<file path="config.mk">
export PLATFORM = sky130hd
export DESIGN_NAME = arcr_regs
export DESIGN_NICKNAME = d
export VERILOG_FILES = /design/src/common/conversion_result_word_pkg.sv /design/src/hw/conversion_result_word_regs.sv
export SDC_FILE = /design/constraint.sdc
export NUM_CORES = 1
export LEC_CHECK = 0
export BUFFER_PORTS_ARGS = -buffer_cell sky130_fd_sc_hd__buf_2
export CELL_PAD_IN_SITES_DETAIL_PLACEMENT = 1
export CELL_PAD_IN_SITES_GLOBAL_PLACEMENT = 1
export CORE_ASPECT_RATIO = 0.5
export CORE_MARGIN = 4
export CORE_UTILIZATION = 36
export DETAILED_ROUTE_END_ITERATION = 8
export GPL_ROUTABILITY_DRIVEN = 0
export PLACE_DENSITY_LB_ADDON = 0.05
export SETUP_SLACK_MARGIN = 0.3
export SKIP_CTS_REPAIR_TIMING = 1
export SLEW_MARGIN = 30
export SYNTH_ARGS = -nofsm -noshare
export SYNTH_HDL_FRONTEND = slang
export SYNTH_SLANG_ARGS = --single-unit
export TNS_END_PERCENT = 1
</file>
<file path="constraint.sdc">
create_clock -name clk -period 2.27 [get_ports clk]
set_input_delay 0.454 -clock clk [delete_from_list [all_inputs] [get_ports clk]]
set_output_delay 0.454 -clock clk [all_outputs]
set_load 0.05 [all_outputs]
</file>
<file path="src/common/conversion_result_word_pkg.sv">
package arcr_pkg;
    // cpu byte addresses
    localparam logic [15:0] RESULT_WORD_ADDR = 16'hFF08;
    localparam logic [15:0] RESULT_WORD_HI_ADDR = 16'hFF09;
    localparam logic [15:0] RESULT_BYTE_ADDR = 16'hFF1F;
    localparam logic [15:0] CHAN_SEL_ADDR = 16'hFF29;
    localparam logic [15:0] PIN_CFG_ADDR = 16'hFF2F;
    // reset values
    localparam logic [15:0] RESULT_WORD_RST = 16'h0000;
    localparam logic [7:0] RESULT_BYTE_RST = 8'h00;
    localparam logic [2:0] CHAN_SEL_RST = 3'h0;
    localparam logic [3:0] PIN_CFG_RST = 4'h0;
    // field layout
    localparam int RESULT_LSB_POS = 6;
    localparam int SAR_W = 10;
    localparam int CHAN_W = 3;
    localparam int SPLIT_W = 4;
    localparam int PIN_COUNT = 8;
    localparam logic [3:0] SPLIT_MAX = 4'h8;

    typedef struct packed {
        logic rd;
        logic wr;
        logic word;
        logic [15:0] addr;
        logic [15:0] wdata;
        logic [7:0] wmask;
    } arcr_bus_req_t;

    typedef enum logic [1:0] {
        ARCR_IDLE = 2'b00,
        ARCR_WAIT = 2'b01,
        ARCR_ACK = 2'b10
    } arcr_state_t;
endpackage

</file>
<file path="src/hw/conversion_result_word_regs.sv">
`timescale 1ns/1ps
// Behaviour
// - 16-bit result at FF08/FF09, read-only, resets zero
// - channel/pin writes leave held result intact
// - result reads get one wait cycle
// - channel/pin config writes get one wait cycle
// - byte result holds upper eight bits, resets zero
// - byte result readable only by byte access
// - channel select byte at FF29, resets zero
// - three low bits pick input zero to seven
// - pin config byte at FF2F, resets all analog
// - field k makes k lowest pins digital
// - word: high byte upper bits, low two on top
// - both results load from sar at conversion end
module arcr_regs (
    // clock and reset
    input wire logic clk,
    input wire logic sys_rst,
    // cpu access
    input arcr_pkg::arcr_bus_req_t bus_req,
    output logic bus_ack,
    output logic [15:0] bus_rdata,
    // conversion core
    input wire logic conv_done,
    input wire logic [arcr_pkg::SAR_W-1:0] sar_value,
    output logic [arcr_pkg::CHAN_W-1:0] chan_sel,
    output logic chan_rewritten,
    // shared pins
    output logic [arcr_pkg::PIN_COUNT-1:0] pin_is_analog
);
    arcr_pkg::arcr_state_t st_reg;
    arcr_pkg::arcr_state_t st_next;
    arcr_pkg::arcr_bus_req_t req_reg;
    arcr_pkg::arcr_bus_req_t cur_req;
    logic [15:0] result_word_reg;
    logic [7:0] result_byte_reg;
    logic [arcr_pkg::CHAN_W-1:0] chan_reg;
    logic [arcr_pkg::SPLIT_W-1:0] split_reg;
    logic [15:0] rdata_reg;
    logic [15:0] rdata_next;
    logic chan_rew_reg;
    logic accept;
    logic need_wait;
    logic wr_chan;
    logic wr_pin;

    assign accept = (st_reg == arcr_pkg::ARCR_IDLE) && (bus_req.rd || bus_req.wr);
    assign cur_req = (st_reg == arcr_pkg::ARCR_IDLE) ? bus_req : req_reg;
    assign wr_chan = accept && bus_req.wr && (bus_req.addr == arcr_pkg::CHAN_SEL_ADDR);
    assign wr_pin = accept && bus_req.wr && (bus_req.addr == arcr_pkg::PIN_CFG_ADDR);

    // waited accesses
    always_comb begin
        need_wait = 1'b0;
        if (bus_req.rd && (bus_req.addr == arcr_pkg::RESULT_WORD_ADDR ||
                bus_req.addr == arcr_pkg::RESULT_WORD_HI_ADDR ||
                bus_req.addr == arcr_pkg::RESULT_BYTE_ADDR)) begin
            need_wait = 1'b1;
        end
        if (bus_req.wr && (bus_req.addr == arcr_pkg::CHAN_SEL_ADDR ||
                bus_req.addr == arcr_pkg::PIN_CFG_ADDR)) begin
            need_wait = 1'b1;
        end
    end

    always_comb begin
        st_next = st_reg;
        case (st_reg)
            arcr_pkg::ARCR_IDLE: begin
                if (accept) begin
                    st_next = need_wait ? arcr_pkg::ARCR_WAIT : arcr_pkg::ARCR_ACK;
                end
            end
            arcr_pkg::ARCR_WAIT: begin
                st_next = arcr_pkg::ARCR_ACK;
            end
            arcr_pkg::ARCR_ACK: begin
                st_next = arcr_pkg::ARCR_IDLE;
            end
            default: begin
                st_next = arcr_pkg::ARCR_IDLE;
            end
        endcase
    end

    always_ff @(posedge clk) begin
        if (sys_rst) begin
            st_reg <= arcr_pkg::ARCR_IDLE;
        end else begin
            st_reg <= st_next;
        end
    end

    always_ff @(posedge clk) begin
        if (sys_rst) begin
            req_reg <= '0;
        end else if (accept) begin
            req_reg <= bus_req;
        end
    end

    // read data decode
    always_comb begin
        rdata_next = 16'h0000;
        if (cur_req.rd) begin
            case (cur_req.addr)
                arcr_pkg::RESULT_WORD_ADDR: begin
                    rdata_next = cur_req.word ? result_word_reg : {8'h00, result_word_reg[7:0]};
                end
                arcr_pkg::RESULT_WORD_HI_ADDR: begin
                    rdata_next = {8'h00, result_word_reg[15:8]};
                end
                arcr_pkg::RESULT_BYTE_ADDR: begin
                    rdata_next = cur_req.word ? 16'h0000 : {8'h00, result_byte_reg};
                end
                arcr_pkg::CHAN_SEL_ADDR: begin
                    rdata_next = {13'h0, chan_reg};
                end
                arcr_pkg::PIN_CFG_ADDR: begin
                    rdata_next = {12'h000, split_reg};
                end
                default: begin
                    rdata_next = 16'h0000;
                end
            endcase
        end
    end

    always_ff @(posedge clk) begin
        if (sys_rst) begin
            rdata_reg <= 16'h0000;
        end else if (st_next == arcr_pkg::ARCR_ACK) begin
            rdata_reg <= rdata_next;
        end
    end

    assign bus_ack = (st_reg == arcr_pkg::ARCR_ACK);
    assign bus_rdata = rdata_reg;

    // results: held across config writes, which permits
    always_ff @(posedge clk) begin
        if (sys_rst) begin
            result_word_reg <= arcr_pkg::RESULT_WORD_RST;
            result_byte_reg <= arcr_pkg::RESULT_BYTE_RST;
        end else if (conv_done) begin
            result_word_reg <= {sar_value, 6'h00};
            result_byte_reg <= sar_value[arcr_pkg::SAR_W-1:2];
        end
    end

    // channel select, masked for bit access
    always_ff @(posedge clk) begin
        if (sys_rst) begin
            chan_reg <= arcr_pkg::CHAN_SEL_RST;
        end else if (wr_chan) begin
            chan_reg <= (chan_reg & ~bus_req.wmask[2:0]) | (bus_req.wdata[2:0] & bus_req.wmask[2:0]);
        end
    end

    always_ff @(posedge clk) begin
        if (sys_rst) begin
            chan_rew_reg <= 1'b0;
        end else begin
            chan_rew_reg <= wr_chan;
        end
    end

    // pin split field
    always_ff @(posedge clk) begin
        if (sys_rst) begin
            split_reg <= arcr_pkg::PIN_CFG_RST;
        end else if (wr_pin) begin
            split_reg <= (split_reg & ~bus_req.wmask[3:0]) | (bus_req.wdata[3:0] & bus_req.wmask[3:0]);
        end
    end

    assign chan_sel = chan_reg;
    assign chan_rewritten = chan_rew_reg;

    // per-pin analog or digital; prohibited codes above eight give all digital
    genvar gi;
    generate
        for (gi = 0; gi < arcr_pkg::PIN_COUNT; gi++) begin : g_pin
            assign pin_is_analog[gi] = (split_reg <= 4'(gi));
        end
    endgenerate

    // checks
    property p_result_reset;
        @(posedge clk) sys_rst |=> (result_word_reg == 16'h0000) && (result_byte_reg == 8'h00);
    endproperty
    a_result_reset: assert property (p_result_reset) else $error("result not cleared by reset");

    property p_low_zero;
        @(posedge clk) disable iff (sys_rst) result_word_reg[5:0] == 6'h00;
    endproperty
    a_low_zero: assert property (p_low_zero) else $error("result low bits not zero");

    property p_byte_tracks;
        @(posedge clk) disable iff (sys_rst) result_byte_reg == result_word_reg[15:8];
    endproperty
    a_byte_tracks: assert property (p_byte_tracks) else $error("byte result differs from word");

    property p_load;
        @(posedge clk) disable iff (sys_rst) conv_done |=> result_word_reg == {$past(sar_value), 6'h00};
    endproperty
    a_load: assert property (p_load) else $error("result not loaded at conversion end");

    property p_read_wait;
        @(posedge clk) disable iff (sys_rst)
            (st_reg == arcr_pkg::ARCR_IDLE && bus_req.rd && bus_req.addr == arcr_pkg::RESULT_WORD_ADDR)
            |=> !bus_ack ##1 bus_ack;
    endproperty
    a_read_wait: assert property (p_read_wait) else $error("result read without wait cycle");

    property p_write_wait;
        @(posedge clk) disable iff (sys_rst) (wr_chan || wr_pin) |=> !bus_ack ##1 bus_ack;
    endproperty
    a_write_wait: assert property (p_write_wait) else $error("config write without wait cycle");

    property p_byte_word_read;
        @(posedge clk) disable iff (sys_rst)
            (accept && bus_req.rd && bus_req.word && bus_req.addr == arcr_pkg::RESULT_BYTE_ADDR)
            |-> ##2 (bus_ack && bus_rdata == 16'h0000);
    endproperty
    a_byte_word_read: assert property (p_byte_word_read) else $error("byte result read by word access");

    property p_chan_write;
        @(posedge clk) disable iff (sys_rst)
            (wr_chan && bus_req.wmask == 8'hFF) |=> chan_sel == $past(bus_req.wdata[2:0]) && chan_rewritten;
    endproperty
    a_chan_write: assert property (p_chan_write) else $error("channel select write lost");

    property p_upper_zero;
        @(posedge clk) disable iff (sys_rst)
            (accept && bus_req.rd && bus_req.addr == arcr_pkg::CHAN_SEL_ADDR) |=> bus_ack && bus_rdata[15:3] == 13'h0;
    endproperty
    a_upper_zero: assert property (p_upper_zero) else $error("reserved channel bits not zero");

    property p_split;
        @(posedge clk) disable iff (sys_rst)
            split_reg <= arcr_pkg::SPLIT_MAX |-> pin_is_analog == 8'(~((9'h001 << split_reg) - 9'h001));
    endproperty
    a_split: assert property (p_split) else $error("pin split decode wrong");

    c_load: cover property (@(posedge clk) disable iff (sys_rst) conv_done);
    c_waited_read: cover property (@(posedge clk) disable iff (sys_rst) st_reg == arcr_pkg::ARCR_WAIT && req_reg.rd);
    c_chan_write: cover property (@(posedge clk) disable iff (sys_rst) wr_chan);
    c_pin_write: cover property (@(posedge clk) disable iff (sys_rst) wr_pin ##1 split_reg == 4'h8);
endmodule

</file>
==> flow_metrics.py, run 1 <==
metrics = {
    "floorplanning": {
        "die_w_um": 126,
        "dieHeight_um": 66.9,
        "initial_core_util_pct": 37.3,
        "die-area_um2": 8410,
        "core_um2": 6700,
        "io-pin-count": 85,
        "std_cell_rows": 21,
    },
    "synthesis": {
        "synth-seq-area-share_pct": 43.3,
        "yosys_warnings": 0,
        "synth_nets": 336,
        "syn_inst": 280,
        "postSynth.asyncResetShare_pct": 0,
        "ys_seq_elements": 54,
        "ys.flop_type": "dfxtp_1",
        "synth.avg_cell_area_um2": 8.92,
        "synth.cell_area_um2": 2500,
        "synth_edf_count": 0,
        "ys_types": 53,
    },
    "run": {
        "drv_cap": 0,
    },
    "worst_setup_path": {
        "r2r_start": "st_reg[0]",
        "cp_cell_sequence": "buf_2, or4_4, nor3_4, o2111ai_1, a41oi_2, nand3_4, o2bb2ai_2",
        "crit_family": "simple AND/OR/NAND/NOR gates",
        "critical-path-max-stage-delay_ns": 0.56,
        "crit_path_end_kind": "flip-flop",
        "regToRegSetupSlack_ns": 0.29,
        "critical_path_class": "primary input to flip-flop",
        "arrival_ns": 2.21,
        "worst-path-max-fanout": 8,
        "cp.depth": 7,
        "critPathSlowestCell": "or4_4",
        "cp_data_required_time_ns": 2.50,
        "worstRegToRegCells": 6,
        "timing.rr.end": "bus_rdata[1]",
        "worst-path-buf-inv": 1,
        "startpoint_type": "primary input",
        "crit_path_end": "bus_rdata[1]",
        "cp-startpoint": "bus_req[25]",
    },
    "layout": {
        "area_delta_synth_final_pct": 32.1,
        "drive_gt1_share_pct": 35.9,
        "final_nets": 412,
        "antennaDiodeCount": 0,
        "num-fill-cells": 817,
    },
    "grt": {
        "grt_use_met2_pct": 32.6,
        "grt.busiest_layer": "met2",
        "grtUsageTotal_pct": 18.5,
        "grt-ovfl-total": 0,
        "grt_pass1_vias": 2518,
        "antenna_found_initial": 0,
        "grt_pass1_wl_mm": 12.3,
        "grt_max_degree": 21,
        "use_met1_pct": 22.4,
        "grt_use_met3_pct": 5.36,
    },
    "drt": {
        "routedWlPerCell_um": 17.0,
        "wirelength_mm": 7.64,
        "drt_iter0_markers": 119,
        "drc_errors": 0,
        "dr.pass1.iters": 4,
        "ant_nets": 0,
        "vias": 2423,
        "vias_per_cell": 5.40,
    },
    "sta": {
        "slew_viol_final": 0,
        "min_period_ns": 1.98,
        "max_freq_mhz": 505,
        "relSlewSlack_pct": 65.6,
        "timing.final.crit_share_pct": 87.2,
        "tightest_slew_ns": 0.512,
        "finalSetupViolCount": 0,
        "rsz0062_at_grt": "yes",
        "finClkSkew_ns": 0.00932,
        "setup_ws_ns": 0.291,
        "timing_hold_violations_final": 0,
    },
    "cts": {
        "insertion_delay_ns": 0.30,
        "clkTransAtPathRegs_ns": 0.08,
        "clk_path_buf_depth": 2,
        "cts.htree.levels": 2,
        "cts_tree": "yes",
        "cts-root-buf": "clkbuf_16",
        "cts_sinks": 54,
        "cts_buffers": 5,
    },
    "place": {
        "place_ws_ns": -0.0255,
        "io_buffers": 68,
        "dp_hpwl_mm": 5.64,
    },
    "outcome": {
        "status": "finished clean",
    },
    "power": {
        "finalPower_uw": 2180,
        "p_leak_uw": 0.00135,
        "powerDensity_nw_per_um2": 662,
        "ir_drop_v": 0.000328,
    },
    "worst_hold_path": {
        "min_path_type": "primary input to flip-flop",
    },
}
layout make-up:
cell class / instances / area (µm²) / area share (%)
tap: 92 / 115 / 3.49
timing repair buffer: 86 / 504 / 15.3
inverter: 6 / 22.5 / 0.683
clock buffer: 5 / 125 / 3.79
sequential: 54 / 1090 / 33.0
multi-input combinational: 203 / 1400 / 42.3
clock inverter: 3 / 47.5 / 1.44
worst min-delay path, stage by stage:
cell     delay [ns]
buf_2          0.07
mux2i_1        0.06
nor2_1         0.08
kinds of logic after synthesis:
| group | count (synthesis) | synth area share [%] |
|---|---|---|
| xor+xnor | 1 | 0.351 |
| compound gates | 73 | 22.1 |
| flops | 54 | 43.3 |
| simple gates | 117 | 24.6 |
| buf+inv | 23 | 4.76 |
| mux | 12 | 4.91 |
through the flow:
step | TNS, ns | std cells | util [%] | hold slack [ns] | instance area, µm²
floorplan | 0 | 280 | - | 0.436 | 2500
global placement | 0 | 437 | 44.7 | 0.446 | 2990
detailed placement | -0.121 | 437 | 44.7 | 0.449 | 2990
CTS | 0 | 445 | 47.2 | 0.385 | 3170
global route | 0 | 449 | 49.2 | 0.405 | 3300
finish | 0 | 449 | 49.2 | 0.390 | 3300
metal layers:
layer | share of wire [%] | vias to the layer above
li1 | - | 1184
met4 | 0.89 | 0
met2 | 47 | 51
met1 | 47 | 1180
met3 | 5.0 | 8
met5 | 0 | -
placed cells by master, fill, tap and decap left out, types with 3 or more instances in the layout:
cell,instances
buf_4,15
nor3_1,5
o211ai_1,3
buf_2,68
mux2i_1,10
nor2_1,17
o2bb2ai_2,8
a22o_1,8
a222oi_1,3
nand4bb_1,3
inv_1,6
a22oi_1,6
a21oi_1,25
o2111ai_1,4
nand2_1,54
clkbuf_16,5
nand3_1,9
nand4_1,5
dfxtp_1,52
worst min path at each step:
stage / slack (ns) / end / startpoint / depth (start not counted)
after floorplan: 0.44 / req_reg[34] / req_reg[34] / 2
after global placement: 0.45 / req_reg[33] / req_reg[33] / 2
after detailed placement: 0.45 / bus_rdata[5] / bus_rdata[5] / 1
after CTS: 0.39 / result_byte_reg[4] / sar_value[6] / 3
after global routing: 0.40 / req_reg[33] / bus_req[33] / 3
final: 0.39 / result_byte_reg[4] / sar_value[6] / 3
Yosys cell counts, types with 2 or more instances:
library cell   n  share of area (%)
buf_6          3                1.4
o21ai_2        2               0.70
o211ai_1       3               0.90
a31oi_1        2               0.50
o2111ai_1      5                1.8
nand4bb_1      3                1.4
a222oi_1       3                1.2
buf_1          3               0.45
mux2i_1       10                4.0
o2bb2ai_1      8                2.8
dfxtp_1       54                 43
nand3_1        9                1.8
clkbuf_1       7                1.1
and4_1         2               0.70
a21oi_1       25                5.0
nand2_1       54                8.1
a22oi_1        6                1.8
inv_1          6               0.90
or4_1          2               0.60
nand4_1        5                1.3
nand2b_1       2               0.50
mux2_2         2               0.90
or4b_1         2               0.80
nor3_1         6                1.2
nor2_2         2               0.50
a22o_1         8                2.8
buf_2          2               0.40
buf_4          2               0.60
nor2_1        17                2.6
o21ai_1        2               0.40
power breakdown:
group | total (µW) | leakage, µW | internal (µW) | switching [µW]
clock network | 906 | 0.0000844 | 527 | 379
registers | 1020 | 0.000442 | 983 | 33.0
logic | 263 | 0.000826 | 107 | 156
(Power assumes the default switching activity.)
==> run 2, diff against run 1 <==
CORE_MARGIN = 5   (was 4)
clock period = 1.85 ns   (was 2.27 ns; I/O delays follow)
==> flow_metrics.py, run 2 (same netlist as run 1, synthesis figures left out) <==
metrics = {
    "worst_setup_path": {
        "cp-startpoint": "st_reg[0]",
        "r2r_start": "st_reg[0]",
        "crit_path_end_kind": "flip-flop",
        "crit_path_end": "bus_rdata[4]",
        "timing.rr.end": "bus_rdata[4]",
        "startpoint_type": "flip-flop",
        "worstRegToRegCells": 6,
        "cp_data_required_time_ns": 2.09,
        "critical_path_class": "flip-flop to flip-flop",
        "arrival_ns": 2.27,
        "regToRegSetupSlack_ns": -0.18,
        "worst-path-max-fanout": 12,
    },
    "layout": {
        "antennaDiodeCount": 0,
        "fin_util_pct": 53.2,
        "area_delta_synth_final_pct": 42.7,
        "final_cell_mix": "buf_2 (62), dfxtp_1 (48), nand2_1 (46), buf_4 (29), a21oi_1 (23)",
        "final_nets": 430,
        "drive_gt1_share_pct": 45.1,
        "final_common_cell": "buf_2",
        "num-fill-cells": 793,
    },
    "sta": {
        "tns_ns": -2.18,
        "finClkSkew_ns": 0.00807,
        "timing.final.crit_share_pct": 110,
        "relSlewSlack_pct": 74.5,
        "rsz0062_at_grt": "yes",
        "min_period_ns": 2.03,
        "timing_hold_violations_final": 0,
        "max_freq_mhz": 492,
        "slew_viol_final": 0,
        "setup_ws_ns": -0.181,
        "finalHoldWorstSlack_ns": 0.302,
        "tightest_slew_ns": 0.382,
        "finalSetupViolCount": 16,
    },
    "cts": {
        "cts_buffers": 5,
        "cts-root-buf": "clkbuf_16",
        "cts.htree.levels": 2,
        "clk_path_buf_depth": 2,
        "cts_tree": "yes",
        "insertion_delay_ns": 0.30,
        "cts_sinks": 54,
        "clkTransAtPathRegs_ns": 0.08,
    },
    "floorplanning": {
        "io-pin-count": 85,
        "core_um2": 6700,
        "dieHeight_um": 68.9,
        "die-area_um2": 8800,
        "die_w_um": 128,
        "initial_core_util_pct": 37.3,
        "std_cell_rows": 21,
    },
    "run": {
        "drv_cap": 0,
    },
    "drt": {
        "ant_nets": 0,
        "dr.pass1.iters": 4,
        "routedWlPerCell_um": 17.2,
        "wirelength_mm": 8.05,
        "drt_iter0_markers": 188,
        "vias": 2502,
        "vias_per_cell": 5.36,
        "drc_errors": 0,
    },
    "place": {
        "io_buffers": 68,
        "dp_hpwl_mm": 5.65,
    },
    "grt": {
        "grt-ovfl-total": 0,
        "grt_pass1_vias": 2507,
        "grt_max_degree": 28,
        "grtUsageTotal_pct": 18.6,
        "grt_pass1_wl_mm": 12.7,
        "antenna_found_initial": 0,
    },
    "power": {
        "ir_drop_v": 0.000357,
        "finalPower_uw": 2620,
        "p_leak_uw": 0.00147,
        "powerDensity_nw_per_um2": 735,
    },
    "worst_hold_path": {
        "min_path_type": "primary input to flip-flop",
        "min_path_cells": 3,
    },
    "outcome": {
        "failed_checks": "setup timing",
        "status": "finished with violations",
    },
}
==> run 2: cell types whose count changed in the layout (fill, tap and decap cells not counted), moves of 4 or more <==
| cell | delta |
|---|---|
| buf_6 | +7 |
| dfxtp_2 | +4 |
| nand2_2 | +6 |
| buf_4 | +14 |
| buf_2 | -6 |
| dfxtp_1 | -4 |
| nand2_1 | -8 |
==> run 2: area by class of cell <==
type                            count  area, µm²  area share [%]
Multi-Input combinational cell    203       1490            41.9
Sequential cell                    54       1090            30.7
Timing Repair Buffer              104        688            19.3
Clock buffer                        5        125            3.51
Tap cell                           92        115            3.23
Clock inverter                      3       26.3           0.737
Inverter                            6       22.5           0.632
==> run 2: worst min path at each step <==
stage	from	end
floorplan	req_reg[34]	req_reg[34]
global placement	req_reg[33]	req_reg[33]
detailed placement	bus_rdata[5]	bus_rdata[5]
CTS	sar_value[6]	result_byte_reg[4]
global route	sar_value[7]	result_byte_reg[5]
finish	sar_value[7]	result_byte_reg[5]
==> run 2: metal layers <==
layer | share of wire (%) | wire length (µm) | track usage [%] | up-vias
met5 | 0 | 0 | 0 | -
met3 | 4.6 | 368 | 4.31 | 5
li1 | - | - | - | 1217
met2 | 48 | 3840 | 32.0 | 53
met4 | 0.84 | 68 | 5.95 | 0
met1 | 47 | 3770 | 23.6 | 1227
==> run 2: report_power, final <==
part / switching (µW) / leakage, µW / internal [µW]
logic: 219 / 0.000946 / 173
registers: 41.2 / 0.000444 / 1210
clock network: 466 / 0.0000748 / 515
==> run 2: critical path, cell delays in order, from the launching register on <==
cell and delay (ns):
dfxtp_4 0.39, or4_4 0.50, nor3_4 0.23, o2111ai_2 0.19
a41oi_2 0.25, nand3_4 0.21, o2bb2ai_2 0.18
==> run 2: metrics by stage <==
step,std cells,area (µm²),setup WS (ns)
2_1_floorplan,280,2510,-0.0787
3_3_place_gp,457,3150,-0.313
3_5_place_dp,457,3150,-0.382
4_1_cts,465,3300,-0.343
5_1_grt,467,3560,-0.272
6_report,467,3560,-0.181
